--- src/verilog/rif_pkg.sv ---
// constants for the remote ir front-end select block: register indexes,
// field positions, reset values, carrier codes and timing counts.
// assumes a single 20 mhz clock; used by rif_top through rif_pkg::name.
package rif_pkg;

	// clock rate
	localparam int CLK_HZ = 20_000_000;

	// register indexes; byte address is four times the index
	localparam logic [2:0] IDX_RX_CTRL = 3'h0;
	localparam logic [2:0] IDX_TX_CTRL = 3'h1;
	localparam logic [2:0] IDX_CFG = 3'h2;
	localparam logic [2:0] IDX_SET = 3'h3;
	localparam logic [2:0] IDX_SEL_SIR = 3'h4;
	localparam logic [2:0] IDX_SEL_FAST = 3'h5;
	localparam logic [2:0] IDX_SEL_REM = 3'h6;
	localparam logic [2:0] IDX_FE_CTRL = 3'h7;

	// set number that maps this register set into the window
	localparam logic [2:0] SET_REMOTE = 3'h7;

	// reset values and fixed read value
	localparam logic [7:0] RST_TX_CTRL = 8'h69;
	localparam logic [7:0] RST_RX_CTRL = 8'h29;
	localparam logic [7:0] RST_CFG = 8'h00;
	localparam logic [7:0] RST_SET = 8'hf4;
	localparam logic [7:0] SET_READ_VAL = 8'hf4;
	localparam logic [7:0] RST_SEL = 8'h00;
	localparam logic [7:0] RST_FE = 8'h00;

	// writable bit masks; reserved bits are held at zero
	localparam logic [7:0] MASK_CFG = 8'hef;
	localparam logic [7:0] MASK_SEL = 8'h77;
	localparam logic [7:0] MASK_FE = 8'hf8;

	// config register fields
	localparam int CFG_PNC = 7;
	localparam int CFG_OVS = 6;
	localparam int CFG_RXBAND = 5;
	localparam int CFG_TXBAND = 3;
	localparam int CFG_BYPASS = 2;
	localparam int CFG_MOD_LSB = 0;

	// front-end select register fields
	localparam int SEL_MSP = 7;
	localparam int SEL_HI_LSB = 4;
	localparam int SEL_LO_LSB = 0;

	// front-end control register fields
	localparam int FE_AUTO = 7;
	localparam int FE_RXPATH = 6;
	localparam int FE_PINDIR = 5;
	localparam int FE_RX_INVERT = 4;
	localparam int FE_TX_INVERT = 3;

	// transmit control fields
	localparam int TX_FREQ_LSB = 0;
	localparam int TX_PW_LSB = 5;

	// transmit carrier codes, low band then high band
	localparam logic [4:0] FCODE_30K = 5'h03;
	localparam logic [4:0] FCODE_31K = 5'h04;
	localparam logic [4:0] FCODE_56K = 5'h1d;
	localparam logic [4:0] FCODE_400K = 5'h03;
	localparam logic [4:0] FCODE_450K = 5'h08;
	localparam logic [4:0] FCODE_480K = 5'h0b;

	// carrier frequencies in hz and half periods in clock cycles
	localparam int FREQ_30K = 30_000;
	localparam int FREQ_31K = 31_000;
	localparam int FREQ_56K = 56_000;
	localparam int FREQ_400K = 400_000;
	localparam int FREQ_450K = 450_000;
	localparam int FREQ_480K = 480_000;
	localparam logic [9:0] HALF_30K = 10'(CLK_HZ / (2 * FREQ_30K));
	localparam logic [9:0] HALF_31K = 10'(CLK_HZ / (2 * FREQ_31K));
	localparam logic [9:0] HALF_56K = 10'(CLK_HZ / (2 * FREQ_56K));
	localparam logic [9:0] HALF_400K = 10'(CLK_HZ / (2 * FREQ_400K));
	localparam logic [9:0] HALF_450K = 10'(CLK_HZ / (2 * FREQ_450K));
	localparam logic [9:0] HALF_480K = 10'(CLK_HZ / (2 * FREQ_480K));

	// modulation codes and burst lengths
	localparam logic [1:0] MOD_CONT = 2'h0;
	localparam logic [1:0] MOD_8 = 2'h1;
	localparam logic [1:0] MOD_6 = 2'h2;
	localparam logic [3:0] PULSES_8 = 4'h8;
	localparam logic [3:0] PULSES_6 = 4'h6;

	// advanced ir mode codes as delivered by the mode register
	localparam logic [2:0] MODE_SIR = 3'h0;
	localparam logic [2:0] MODE_ASK = 3'h1;
	localparam logic [2:0] MODE_MIR = 3'h2;
	localparam logic [2:0] MODE_FIR = 3'h3;
	localparam logic [2:0] MODE_REMOTE = 3'h4;

	// mode select pulse length, rounded up to whole cycles
	localparam int MSP_TIME_NS = 64_000;
	localparam logic [10:0] MSP_CYCLES =
		11'((MSP_TIME_NS * (CLK_HZ / 1_000_000) + 999) / 1000);

	// receive energy hold time per band, longer than one carrier period
	localparam int RX_HOLD_LOW_NS = 40_000;
	localparam int RX_HOLD_HIGH_NS = 3_000;
	localparam logic [10:0] RX_HOLD_LOW =
		11'((RX_HOLD_LOW_NS * (CLK_HZ / 1_000_000) + 999) / 1000);
	localparam logic [10:0] RX_HOLD_HIGH =
		11'((RX_HOLD_HIGH_NS * (CLK_HZ / 1_000_000) + 999) / 1000);

	// transmit burst states
	typedef enum logic [2:0] {
		TXS_IDLE = 3'b001,
		TXS_BURST = 3'b010,
		TXS_QUIET = 3'b100
	} rif_txs_t;

endpackage

--- src/verilog/rif_top.sv ---
// remote ir configuration registers and ir front-end control.
// assumes a classic wishbone master on clk_i, a serial core on the same
// clock giving tx data and bit starts, and asynchronous ir pins.
//
// Decided for this implementation: register access over Wishbone.
`timescale 1ns/1ns

// Summary of operation
// - low band codes 00011, 00100, 11101 give 30, 31, 56 khz carrier.
// - high band codes 00011, 01000, 01011 give 400, 450, 480 khz.
// - config bit 7 switches the remote path to pulse-number coding.
// - pulse-number coding: bit 0 is a high pulse, bit 1 no energy.
// - sampling bit 0 samples once per baud period, 1 oversamples.
// - receive band bit picks 30-56 khz when 0, 400-480 khz when 1.
// - transmit band bit picks 30-56 khz when 0, 400-480 khz when 1.
// - demodulation bit 0 uses the receive decoder, 1 bypasses it.
// - modulation 00 continuous, 01 eight pulses, 10 six pulses per zero.
// - set register reads f4, a write selects the mapped register set.
// - mode-select-pulse bit sends one 64 us pulse on transmit output.
// - auto format in sir mode drives sir select bits to outputs.
// - auto format in ask mode drives ask select bits to outputs.
// - auto format drives fir bits in fir mode, mir bits in mir mode.
// - auto format remote mode drives slow or fast remote bits by transmit band.
// - writing 1 to auto format enables driving the select outputs.
// - shared pin is fast receive input when 0, select output when 1.
// - receive input chosen by module select, aux bit or current speed.
// - high speed means mir or fir; aux receive bit comes from set 5.
// - receive-invert bit inverts the incoming ir signal first.
// - transmit-invert bit inverts transmit output; low bits reserved.
// - carrier code sits in tx control bits 4-0, reset value 69h.
module rif_top (
	input wire logic clk_i,
	input wire logic rst_i,
	input wire logic cyc_i,
	input wire logic stb_i,
	input wire logic we_i,
	input wire logic [4:0] adr_i,
	input wire logic [3:0] sel_i,
	input wire logic [31:0] dat_i,
	output logic [31:0] dat_o,
	output logic ack_o,
	input wire logic [2:0] advanced_ir_mode_i,
	input wire logic aux_rx_i,
	input wire logic tx_data_i,
	input wire logic tx_bit_start_i,
	input wire logic ir_receive_in_i,
	input wire logic shared_pin_i,
	output logic shared_pin_o,
	output logic shared_pin_oe_n_o,
	output logic ir_transmit_out_o,
	output logic [2:0] frontend_select_outputs_o,
	output logic rx_data_o,
	output logic rx_oversample_mode_o,
	output logic rx_decoder_bypass_o,
	output logic rx_carrier_band_o,
	output logic [2:0] tx_pulse_width_code_o,
	output logic [2:0] active_set_o
);

	// register state
	logic [7:0] rx_ctrl_q, rx_ctrl_d;
	logic [7:0] remote_tx_control_q, remote_tx_control_d;
	logic [7:0] cfg_q, cfg_d;
	logic [7:0] set_q, set_d;
	logic [7:0] sel_sir_q, sel_sir_d;
	logic [7:0] sel_fast_q, sel_fast_d;
	logic [7:0] sel_rem_q, sel_rem_d;
	logic [7:0] fe_q, fe_d;
	logic ack_q, ack_d;
	logic [7:0] rdata_q, rdata_d;
	logic [10:0] msp_cnt_q, msp_cnt_d;
	logic req, wr, in_set;
	logic [2:0] ridx;

	// field views
	logic pulse_number_coding_en, rx_oversample_mode, rx_carrier_band;
	logic tx_carrier_band, rx_decoder_bypass;
	logic [1:0] tx_modulation_code;
	logic [4:0] tx_carrier_freq_code;
	logic auto_frontend_format, rx_path_select, shared_pin_direction;
	logic rx_invert, tx_invert, frontend_mode_pulse;

	assign req = cyc_i & stb_i;
	assign ridx = adr_i[4:2];
	assign in_set = (set_q[2:0] == rif_pkg::SET_REMOTE);
	// write lands on the edge where the master sees ack
	assign wr = req & we_i & ack_q & sel_i[0];

	assign pulse_number_coding_en = cfg_q[rif_pkg::CFG_PNC];
	assign rx_oversample_mode = cfg_q[rif_pkg::CFG_OVS];
	assign rx_carrier_band = cfg_q[rif_pkg::CFG_RXBAND];
	assign tx_carrier_band = cfg_q[rif_pkg::CFG_TXBAND];
	assign rx_decoder_bypass = cfg_q[rif_pkg::CFG_BYPASS];
	assign tx_modulation_code = cfg_q[rif_pkg::CFG_MOD_LSB +: 2];
	assign tx_carrier_freq_code =
		remote_tx_control_q[rif_pkg::TX_FREQ_LSB +: 5];
	assign auto_frontend_format = fe_q[rif_pkg::FE_AUTO];
	assign rx_path_select = fe_q[rif_pkg::FE_RXPATH];
	assign shared_pin_direction = fe_q[rif_pkg::FE_PINDIR];
	assign rx_invert = fe_q[rif_pkg::FE_RX_INVERT];
	assign tx_invert = fe_q[rif_pkg::FE_TX_INVERT];
	assign frontend_mode_pulse = (msp_cnt_q != 11'h000);

	// bus slave: one wait state, ack dropped the cycle after it is given
	always_comb begin
		ack_d = req & ~ack_q;
		rdata_d = rdata_q;
		rx_ctrl_d = rx_ctrl_q;
		remote_tx_control_d = remote_tx_control_q;
		cfg_d = cfg_q;
		set_d = set_q;
		sel_sir_d = sel_sir_q;
		sel_fast_d = sel_fast_q;
		sel_rem_d = sel_rem_q;
		fe_d = fe_q;
		msp_cnt_d = frontend_mode_pulse ? msp_cnt_q - 11'h001 : msp_cnt_q;
		if (req & ~ack_q) begin
			if (ridx == rif_pkg::IDX_SET) begin
				rdata_d = rif_pkg::SET_READ_VAL;
			end else if (!in_set) begin
				rdata_d = 8'h00;
			end else if (ridx == rif_pkg::IDX_RX_CTRL) begin
				rdata_d = rx_ctrl_q;
			end else if (ridx == rif_pkg::IDX_TX_CTRL) begin
				rdata_d = remote_tx_control_q;
			end else if (ridx == rif_pkg::IDX_CFG) begin
				rdata_d = cfg_q;
			end else if (ridx == rif_pkg::IDX_SEL_SIR) begin
				rdata_d = {frontend_mode_pulse, sel_sir_q[6:0]};
			end else if (ridx == rif_pkg::IDX_SEL_FAST) begin
				rdata_d = sel_fast_q;
			end else if (ridx == rif_pkg::IDX_SEL_REM) begin
				rdata_d = sel_rem_q;
			end else begin
				rdata_d = fe_q;
			end
		end
		if (wr) begin
			if (ridx == rif_pkg::IDX_SET) begin
				set_d = dat_i[7:0];
			end else if (!in_set) begin
				set_d = set_q;
			end else if (ridx == rif_pkg::IDX_RX_CTRL) begin
				rx_ctrl_d = dat_i[7:0];
			end else if (ridx == rif_pkg::IDX_TX_CTRL) begin
				remote_tx_control_d = dat_i[7:0];
			end else if (ridx == rif_pkg::IDX_CFG) begin
				cfg_d = dat_i[7:0] & rif_pkg::MASK_CFG;
			end else if (ridx == rif_pkg::IDX_SEL_SIR) begin
				sel_sir_d = dat_i[7:0] & rif_pkg::MASK_SEL;
				// a fresh write of 1 restarts the pulse
				if (dat_i[rif_pkg::SEL_MSP]) begin
					msp_cnt_d = rif_pkg::MSP_CYCLES;
				end
			end else if (ridx == rif_pkg::IDX_SEL_FAST) begin
				sel_fast_d = dat_i[7:0] & rif_pkg::MASK_SEL;
			end else if (ridx == rif_pkg::IDX_SEL_REM) begin
				sel_rem_d = dat_i[7:0] & rif_pkg::MASK_SEL;
			end else begin
				fe_d = dat_i[7:0] & rif_pkg::MASK_FE;
			end
		end
	end

	// register file flops
	always_ff @(posedge clk_i) begin
		if (rst_i) begin
			ack_q <= 1'b0;
			rdata_q <= 8'h00;
			rx_ctrl_q <= rif_pkg::RST_RX_CTRL;
			remote_tx_control_q <= rif_pkg::RST_TX_CTRL;
			cfg_q <= rif_pkg::RST_CFG;
			set_q <= rif_pkg::RST_SET;
			sel_sir_q <= rif_pkg::RST_SEL;
			sel_fast_q <= rif_pkg::RST_SEL;
			sel_rem_q <= rif_pkg::RST_SEL;
			fe_q <= rif_pkg::RST_FE;
			msp_cnt_q <= 11'h000;
		end else begin
			ack_q <= ack_d;
			rdata_q <= rdata_d;
			rx_ctrl_q <= rx_ctrl_d;
			remote_tx_control_q <= remote_tx_control_d;
			cfg_q <= cfg_d;
			set_q <= set_d;
			sel_sir_q <= sel_sir_d;
			sel_fast_q <= sel_fast_d;
			sel_rem_q <= sel_rem_d;
			fe_q <= fe_d;
			msp_cnt_q <= msp_cnt_d;
		end
	end

	assign ack_o = ack_q;
	assign dat_o = {24'h000000, rdata_q};

	// carrier half period from band and code; reserved codes stop it
	logic [9:0] half_cnt;
	always_comb begin
		half_cnt = 10'h000;
		if (!tx_carrier_band) begin
			case (tx_carrier_freq_code)
				rif_pkg::FCODE_30K: half_cnt = rif_pkg::HALF_30K;
				rif_pkg::FCODE_31K: half_cnt = rif_pkg::HALF_31K;
				rif_pkg::FCODE_56K: half_cnt = rif_pkg::HALF_56K;
				default: half_cnt = 10'h000;
			endcase
		end else begin
			case (tx_carrier_freq_code)
				rif_pkg::FCODE_400K: half_cnt = rif_pkg::HALF_400K;
				rif_pkg::FCODE_450K: half_cnt = rif_pkg::HALF_450K;
				rif_pkg::FCODE_480K: half_cnt = rif_pkg::HALF_480K;
				default: half_cnt = 10'h000;
			endcase
		end
	end

	// carrier square wave, restarted at each bit so bursts are whole
	logic [9:0] car_cnt_q, car_cnt_d;
	logic car_q, car_d, car_fall;
	always_comb begin
		car_cnt_d = car_cnt_q + 10'h001;
		car_d = car_q;
		car_fall = 1'b0;
		if (half_cnt == 10'h000 || tx_bit_start_i) begin
			car_cnt_d = 10'h000;
			car_d = 1'b0;
		end else if (car_cnt_q >= half_cnt - 10'h001) begin
			car_cnt_d = 10'h000;
			car_d = ~car_q;
			car_fall = car_q;
		end
	end

	always_ff @(posedge clk_i) begin
		if (rst_i) begin
			car_cnt_q <= 10'h000;
			car_q <= 1'b0;
		end else begin
			car_cnt_q <= car_cnt_d;
			car_q <= car_d;
		end
	end

	// counted bursts for the pulsed modulation codes
	rif_pkg::rif_txs_t txs_q, txs_d;
	logic [3:0] pulses_q, pulses_d;
	logic [3:0] burst_len;
	assign burst_len = (tx_modulation_code == rif_pkg::MOD_6) ?
		rif_pkg::PULSES_6 : rif_pkg::PULSES_8;
	always_comb begin
		txs_d = txs_q;
		pulses_d = pulses_q;
		case (txs_q)
			rif_pkg::TXS_IDLE: begin
				pulses_d = 4'h0;
			end
			rif_pkg::TXS_BURST: begin
				if (car_fall) begin
					pulses_d = pulses_q + 4'h1;
				end
				if (car_fall && pulses_q == burst_len - 4'h1) begin
					txs_d = rif_pkg::TXS_QUIET;
				end
			end
			rif_pkg::TXS_QUIET: begin
				pulses_d = 4'h0;
			end
			default: begin
				txs_d = rif_pkg::TXS_IDLE;
			end
		endcase
		// each bit start begins a new burst for a zero, silence for a one
		if (tx_bit_start_i) begin
			pulses_d = 4'h0;
			txs_d = tx_data_i ? rif_pkg::TXS_QUIET : rif_pkg::TXS_BURST;
		end
	end

	always_ff @(posedge clk_i) begin
		if (rst_i) begin
			txs_q <= rif_pkg::TXS_IDLE;
			pulses_q <= 4'h0;
		end else begin
			txs_q <= txs_d;
			pulses_q <= pulses_d;
		end
	end

	// transmit line: mode pulse overrides, inversion applied last
	logic tx_energy, tx_out_q, tx_out_d;
	always_comb begin
		if (pulse_number_coding_en) begin
			tx_energy = ~tx_data_i;
		end else if (tx_modulation_code == rif_pkg::MOD_CONT) begin
			tx_energy = ~tx_data_i & car_q;
		end else if (tx_modulation_code == rif_pkg::MOD_8 ||
			tx_modulation_code == rif_pkg::MOD_6) begin
			tx_energy = (txs_q == rif_pkg::TXS_BURST) & car_q;
		end else begin
			tx_energy = 1'b0;
		end
		tx_out_d = (frontend_mode_pulse | tx_energy) ^ tx_invert;
	end

	always_ff @(posedge clk_i) begin
		if (rst_i) begin
			tx_out_q <= 1'b0;
		end else begin
			tx_out_q <= tx_out_d;
		end
	end

	assign ir_transmit_out_o = tx_out_q;

	// front-end select outputs chosen by mode when auto format is on
	logic [2:0] fe_sel_q, fe_sel_d;
	always_comb begin
		fe_sel_d = 3'h0;
		if (auto_frontend_format) begin
			case (advanced_ir_mode_i)
				rif_pkg::MODE_SIR:
					fe_sel_d = sel_sir_q[rif_pkg::SEL_HI_LSB +: 3];
				rif_pkg::MODE_ASK:
					fe_sel_d = sel_sir_q[rif_pkg::SEL_LO_LSB +: 3];
				rif_pkg::MODE_FIR:
					fe_sel_d = sel_fast_q[rif_pkg::SEL_HI_LSB +: 3];
				rif_pkg::MODE_MIR:
					fe_sel_d = sel_fast_q[rif_pkg::SEL_LO_LSB +: 3];
				rif_pkg::MODE_REMOTE:
					fe_sel_d = tx_carrier_band ?
						sel_rem_q[rif_pkg::SEL_LO_LSB +: 3] :
						sel_rem_q[rif_pkg::SEL_HI_LSB +: 3];
				default:
					fe_sel_d = 3'h0;
			endcase
		end
	end

	always_ff @(posedge clk_i) begin
		if (rst_i) begin
			fe_sel_q <= 3'h0;
		end else begin
			fe_sel_q <= fe_sel_d;
		end
	end

	assign frontend_select_outputs_o = fe_sel_q;
	// shared pin drives bit 0 only while configured as an output
	assign shared_pin_o = fe_sel_q[0];
	assign shared_pin_oe_n_o = ~shared_pin_direction;

	// pin synchronisers; first stage feeds only the second
	logic rx_m_q, rx_s_q, fast_m_q, fast_s_q;
	always_ff @(posedge clk_i) begin
		if (rst_i) begin
			rx_m_q <= 1'b0;
			rx_s_q <= 1'b0;
			fast_m_q <= 1'b0;
			fast_s_q <= 1'b0;
		end else begin
			rx_m_q <= ir_receive_in_i;
			rx_s_q <= rx_m_q;
			fast_m_q <= shared_pin_i;
			fast_s_q <= fast_m_q;
		end
	end

	// receive pin choice; reserved cases fall back to the main input
	logic high_speed, pick_fast, rx_line;
	assign high_speed = (advanced_ir_mode_i == rif_pkg::MODE_MIR) ||
		(advanced_ir_mode_i == rif_pkg::MODE_FIR);
	always_comb begin
		pick_fast = rx_path_select ? high_speed : aux_rx_i;
		if (shared_pin_direction) begin
			pick_fast = 1'b0;
		end
		rx_line = (pick_fast ? fast_s_q : rx_s_q) ^ rx_invert;
	end

	// energy detector: holds for over a carrier period after a high
	logic [10:0] hold_q, hold_d;
	logic rx_out_q, rx_out_d;
	always_comb begin
		hold_d = (hold_q != 11'h000) ? hold_q - 11'h001 : 11'h000;
		if (rx_line) begin
			hold_d = rx_carrier_band ? rif_pkg::RX_HOLD_HIGH :
				rif_pkg::RX_HOLD_LOW;
		end
		// energy means a zero bit, the line idles as a one
		if (rx_decoder_bypass) begin
			rx_out_d = ~rx_line;
		end else begin
			rx_out_d = ~(rx_line | (hold_q != 11'h000));
		end
	end

	always_ff @(posedge clk_i) begin
		if (rst_i) begin
			hold_q <= 11'h000;
			rx_out_q <= 1'b1;
		end else begin
			hold_q <= hold_d;
			rx_out_q <= rx_out_d;
		end
	end

	assign rx_data_o = rx_out_q;
	assign rx_oversample_mode_o = rx_oversample_mode;
	assign rx_decoder_bypass_o = rx_decoder_bypass;
	assign rx_carrier_band_o = rx_carrier_band;
	assign tx_pulse_width_code_o = remote_tx_control_q[rif_pkg::TX_PW_LSB +: 3];
	assign active_set_o = set_q[2:0];

endmodule

--- config.mk ---
export PLATFORM = sky130hd
export DESIGN_NAME = rif_top
export DESIGN_NICKNAME = d
export VERILOG_FILES = /design/src/verilog/rif_pkg.sv /design/src/verilog/rif_top.sv
export SDC_FILE = /design/constraint.sdc
export NUM_CORES = 1
export LEC_CHECK = 0
export ABC_AREA = 1
export BUFFER_PORTS_ARGS = -buffer_cell sky130_fd_sc_hd__buf_4
export CAP_MARGIN = 15
export CORE_MARGIN = 3
export CORE_UTILIZATION = 60
export DETAILED_ROUTE_END_ITERATION = 8
export HOLD_SLACK_MARGIN = 0.08
export PLACE_DENSITY = 0.91
export SYNTH_ARGS = -nofsm -noshare
export SYNTH_HDL_FRONTEND = slang
export SYNTH_SLANG_ARGS = --single-unit
--- constraint.sdc ---
create_clock -name clk_i -period 6.2 [get_ports clk_i]
set_clock_uncertainty 0.05 [all_clocks]
set_input_delay 1.24 -clock clk_i [delete_from_list [all_inputs] [get_ports clk_i]]
set_output_delay 1.24 -clock clk_i [all_outputs]
set_load 0.05 [all_outputs]
# Yosys cells after proc, flatten, opt, wreduce, memory -nomap -nowiden
# Cells that the tools add are included.
# totals
input_bits	54
ramBits	0
regBits	107
mem_bits_ro	0
elab_cells	147
latch_bits	0
output_inout_bits	49
n_memories	0
# op_classes
n_mux	41
n_shift	0
eq_ne	25
n_lt_le_gt_ge	1
n_div	0
addsub	6
reduce_logical	26
mul	0
n_bitwise	25
# op_table
cell	n
$mux 11	11
$mux 8	8
$pmux 9 s3	1
$reduce_bool 11->1	2
$sub 11x1->11 const B	2
$mux 10	2
$eq 3x3->1 const B	6
$reduce_and 9->1	2
$eq 3x2->1 const B	5
$pmux 3 s5	1
$pmux 5 s3	1
$not 1->1	14
$mux 3	4
$add 10x1->10 const B	1
$eq 5x4->1 const B	2
$ge 10x10->1	1
$logic_not 10->1	1
$sub 10x1->10 const B	1
$eq 3x1->1 const B	3
$mux 1	9
$mux 4	2
$pmux 4 s2	1
$reduce_and 8->1	1
$reduce_or 2->1	4
26 further kinds	39

# Longest topological paths before layout
# logic_depth
ltp_word	11
ltp_mapped	24
depth_no_buf	24

# Worst setup path before layout
# OpenSTA, ideal clock, no wires.
# synth_timing
kind	flip-flop to flip-flop
startpoint	register cfg_q[3]
endpoint	register txs_q[0]
path_buffers	1
required_ns	6.017
synth_period_minus_slack_ns	2.717
path_slack_ns	3.483
setup_time_ns	0.133
path_stages_with_launch	22
arrival_time_ns	2.534
path_cell_list	dfxtp_1 -> buf_6 -> nor2_1 -> nand3b_1 -> nand2_1 -> a21oi_1 -> ha_1 -> nand3_1 -> nor2_1 -> xnor2_1 -> ha_1 -> nand2_1 -> nor2_1 -> nand3_1 -> nand4_1 -> nand2_1 -> nor2_4 -> nand2_2 -> nand2_2 -> nand2_1 -> nand2_1 -> nand3_1
# synth_via
elab_chain_cells	8
# synth_lines
item	line_no	source
start, declared	rif_top.sv:63	logic [7:0] cfg_q, cfg_d;
start signal, assigned	rif_top.sv:172	cfg_q <= rif_pkg::RST_CFG;
start signal, assigned	rif_top.sv:184	cfg_q <= cfg_d;
$mux 10 (*)	rif_top.sv:201	if (!tx_carrier_band) begin
$sub 10x1->10	rif_top.sv:228	end else if (car_cnt_q >= half_cnt - 10'h001) begin
$ge 10x10->1	rif_top.sv:228	
$mux 1	rif_top.sv:228	
$mux 1 (*)	rif_top.sv:225	if (half_cnt == 10'h000 || tx_bit_start_i) begin
$logic_and 1x1->1 (*)	rif_top.sv:262	if (car_fall && pulses_q == burst_len - 4'h1) begin
$ne 3x3->1 (no line) (*)	-	
$reduce_and 2->1 (no line) (*)	-	
end signal, assigned	rif_top.sv:282	txs_q <= rif_pkg::TXS_IDLE;
end signal, assigned	rif_top.sv:285	txs_q <= txs_d;
end, declared	rif_top.sv:246	rif_pkg::rif_txs_t txs_q, txs_d;
# Every way passes the cells marked *; elsewhere a longest branch is shown, timed or not.
# A chain may end at the register's enable or synchronous reset.

# Worst setup path in the final report
# layout_timing
startpoint	register cfg_q[3]
endpoint	register pulses_q[0]
# layout_via
elab_chain_cells	7
# layout_lines
item	line_no	source
$mux 10 (*)	rif_top.sv:201	
$sub 10x1->10	rif_top.sv:228	
$ge 10x10->1	rif_top.sv:228	
$mux 1	rif_top.sv:228	
$mux 1 (*)	rif_top.sv:225	
$ne 2x2->1 (no line) (*)	-	
$reduce_and 2->1 (no line) (*)	-	
end signal, assigned	rif_top.sv:286	pulses_q <= pulses_d;
end, declared	rif_top.sv:247	logic [3:0] pulses_q, pulses_d;
# Marked as above.

==> results.md <==
- Element type at the critical path start: flop
- Initial antenna violation count: 0
- Synth Flop Type: dfxtp_1
- Max cap viols: 0
- Crit end category: flop
- DR vias: roughly 5,300
- Async set-reset flop share out of synthesis: 0
- GRT Total Usage: 0.2652
- Core area: slightly below 9000 um2
- Final min period: around 3.5 ns
- CTS tree: done
- Num rows: 34
- Routed Wire Length: between 10,000 and 15,000 um
- Syn Inst Count: 765
- Total CTS buffers: 9
- Syn Area/Cell: roughly 7.3 um2
- Initial drt markers: 603
- Worst setup path startpoint: cfg_q[3]$_SDFFE_PP0P_
- GR Layer Usage met2: 0.4473
- Largest net degree at the start of global routing: 53
- Max IR drop VDD: roughly 140 uV
- Synth Cell Area: 5552 um2
- Hold Buf Count CTS: 0
- Endpoints failing setup: 0
- Routed Antenna Nets: 0
- Syn-to-layout area delta: 8.812%
- Vias in the first global route: 4,812
- GRT overflow: 0
- H-tree depth: 3
- R2r setup slk: about 2.7 ns
- FF-to-FF End: pulses_q[0]$_SDFFE_PP0P_
- Comb power frac: 0.266
- Internal Dissipation: between 1 and 1.5 mW
- # DRC: 0
- WP data arrival: 3.69 ns
- #FFs+latches synth: 107
- Port bufs: slightly below 50
- Reg2reg start: cfg_q[3]$_SDFFE_PP0P_
- Gpl congestion: about 1.0
- DR pass1 iterations: 5
- First-pass GRT wire length: around 22,000 um
- Pleak: about 2.7 nW
- Die Span Y: 102.2 um
- Ant. Diodes: 0
- Worst R2R Path Depth: 18
- Synth area leader: dfxtp_1
- Clock-pin slew on the worst setup and hold paths: 0.11 ns
- Worst Hold Class: reg -> reg
- Crit path to: pulses_q[0]$_SDFFE_PP0P_
- Met1 Use GR: 0.3424
- Setup CP Type: reg -> reg
- PwrDens: approximately 270 nW/um2
- Routed len/inst: 14.93 um
- Fin cells: roughly 920
- Yosys warning total: 0
- Max clock buf depth: 2
- Yosys top cell area share: 0.3858
- Status: complete, no violations
- Setup Fix Bufs, Post-CTS: 0
- Largest cells by area after synthesis: dfxtp_1 (39%), nand2_1 (8.0%), inv_1 (7.2%), a21oi_1 (6.8%), o21ai_0 (5.9%)
- Final period util: 0.5597
- Reg power frac: 0.480
- Top Usage Layer GRT: met2
- Fin nets: ~880
- DR vias/cell: roughly 5.7
- Final hold vios: 0
- Sink Count: ~110
- Die width: approximately 100 um
- Worst-Skew Late Latency: 0.38 ns
- Slew Limit Fails: 0
- Layout filler cell count: between 600 and 700
- Sw power: 0.5961 mW
- Synth cell types: 42
- Num ports: 103
- Placed insts: 901
- Root buffer cell: clkbuf_8
- Most numerous cell in the Yosys netlist: nand2_1
- Commonest cells in the netlist: nand2_1 (119), dfxtp_1 (107), inv_1 (107), nor2_1 (78), a21oi_1 (75)
- GRT met3 Usage: 0.04164
- Critical-path maximum fanout: 10
- Slew margin rel.: 0.5608
- Final TNS setup: 0 ns
- Worst EP required: approximately 6.4 ns
- Clock network power share: 0.255
- Final core utilization: 0.6827
- Sequential area share after synthesis: 0.3858
- Detailed Place HPWL: 10,150 um
- RSZ-0062 raised after global routing: false
- Die area: approximately 10,000 um2
- Ratio of cells with drive above 1 in the final layout: 0.1199
- Post-synth EDFFs: 0
- Post_cts resized: 0
- FMAX: around 0.29 GHz
- Starting density of the core: 0.6274
- Net Sw Frac: 0.3590
- Worst-Margin Slew: between 0.6 and 0.7 ns
power by group through the flow:
stage                     Combinational, mW  Sequential (mW)  Clock (mW)
after floorplan                       0.329            0.827           0
after CTS                             0.438            0.796       0.424
final                                 0.441            0.797       0.423
after global routing                  0.495            0.803       0.454
after global placement                0.411            0.806           0
after detailed placement              0.435            0.811           0
registers in the layout, indices dropped and copies added (netlist names), 4 cells and up:
signal / flops
sel_rem_q: 6
cfg_q: 7
pulses_q: 4
rx_ctrl_q: 8
rdata_q: 8
sel_fast_q: 6
fe_q: 5
remote_tx_control_q: 8
msp_cnt_q: 11
hold_q: 11
car_cnt_q: 10
sel_sir_q: 6
how the worst min path moves through the flow:
stage	endpoint	slack, ns	start	depth (start not counted)
final	rx_s_q$_SDFF_PP0_	0.36	rx_m_q$_SDFF_PP0_	2
after floorplan	fast_s_q$_SDFF_PP0_	0.34	fast_m_q$_SDFF_PP0_	2
after CTS	rx_s_q$_SDFF_PP0_	0.37	rx_m_q$_SDFF_PP0_	2
after global routing	rx_s_q$_SDFF_PP0_	0.38	rx_m_q$_SDFF_PP0_	2
after global placement	rx_s_q$_SDFF_PP0_	0.34	rx_m_q$_SDFF_PP0_	2
after detailed placement	rx_s_q$_SDFF_PP0_	0.35	rx_m_q$_SDFF_PP0_	2
logic make-up (layout without fill, tap and decap cells):
logic type               count (synthesis)  in the layout  synth area share
XOR/XNOR                                22             22           0.03606
buffers and inverters                  156            177            0.1294
multiplexers                             1              1          0.004057
adder cells (fa/ha/maj)                 18             18           0.04057
AND/OR/NAND/NOR                        287            287            0.2315
AO/OA/AOI/OAI                          173            173            0.1720
other                                    1             24         0.0006755
flip-flops                             107            107            0.3858
critical path: stages (launching register included):
cell and delay, ns:
dfxtp_1 0.56, nor2_1 0.10, nand3b_1 0.15, nand2_1 0.10, a21oi_1 0.33, ha_1 0.26, nand3_1 0.12, nor2_1 0.19
xnor2_1 0.10, ha_1 0.27, nand2_1 0.07, nor2_1 0.15, nand3_1 0.10, nand4_1 0.15, nand2_1 0.13, nor2_4 0.15
nand2_2 0.11, xor2_1 0.21, nor2_1 0.05
per-layer routing:
metal,routed length (um),part of all wire,vias up
li1,-,-,2522
met1,5429,0.40,2401
met2,6606,0.48,285
met3,1233,0.090,50
met4,420,0.031,0
met5,0,0,-
cell type report:
type | instances | area (um2) | area share
clock buffer | 9 | 123.9 | 0.02051
clock inverter | 7 | 70.07 | 0.01160
inverter | 111 | 416.7 | 0.06897
multi-input combinational | 525 | 2778 | 0.4598
sequential | 107 | 2142 | 0.3546
tap | 108 | 135.1 | 0.02237
timing repair buffer | 50 | 375.4 | 0.06214
stage by stage:
stage	worst slack (ns)	area, um2	hold WS, ns	power (mW)
after floorplan	3.483	5638	0.3383	1.156
after global placement	3.009	5847	0.3415	1.217
after detailed placement	2.866	5847	0.3484	1.246
after CTS	2.790	6041	0.3658	1.658
after global routing	2.432	6041	0.3778	1.753
final	2.730	6041	0.3638	1.661
layout by cell type (no fill, tap or decap), types with 2 or more instances in the layout:
master    instances
o211ai_1         13
inv_1           107
or2_2             2
nand4_1           7
clkbuf_8          9
nor2_2            4
a221oi_1          3
nand3_1          38
nand3b_1          4
inv_2             3
dfxtp_1         107
inv_6             3
xnor2_1           9
a211oi_1          5
nor3_1           13
nand2_2           9
o21ai_0          65
a21oi_1          75
nor3b_2           2
nand2_1         119
buf_4            50
ha_1             18
o221ai_1          4
xor2_1           12
o21ai_2           3
conb_1           24
and2_1            2
nor2_1           78
nor2_4            4
o22ai_1           3
Note: power is estimated with default switching activity, not from simulation.
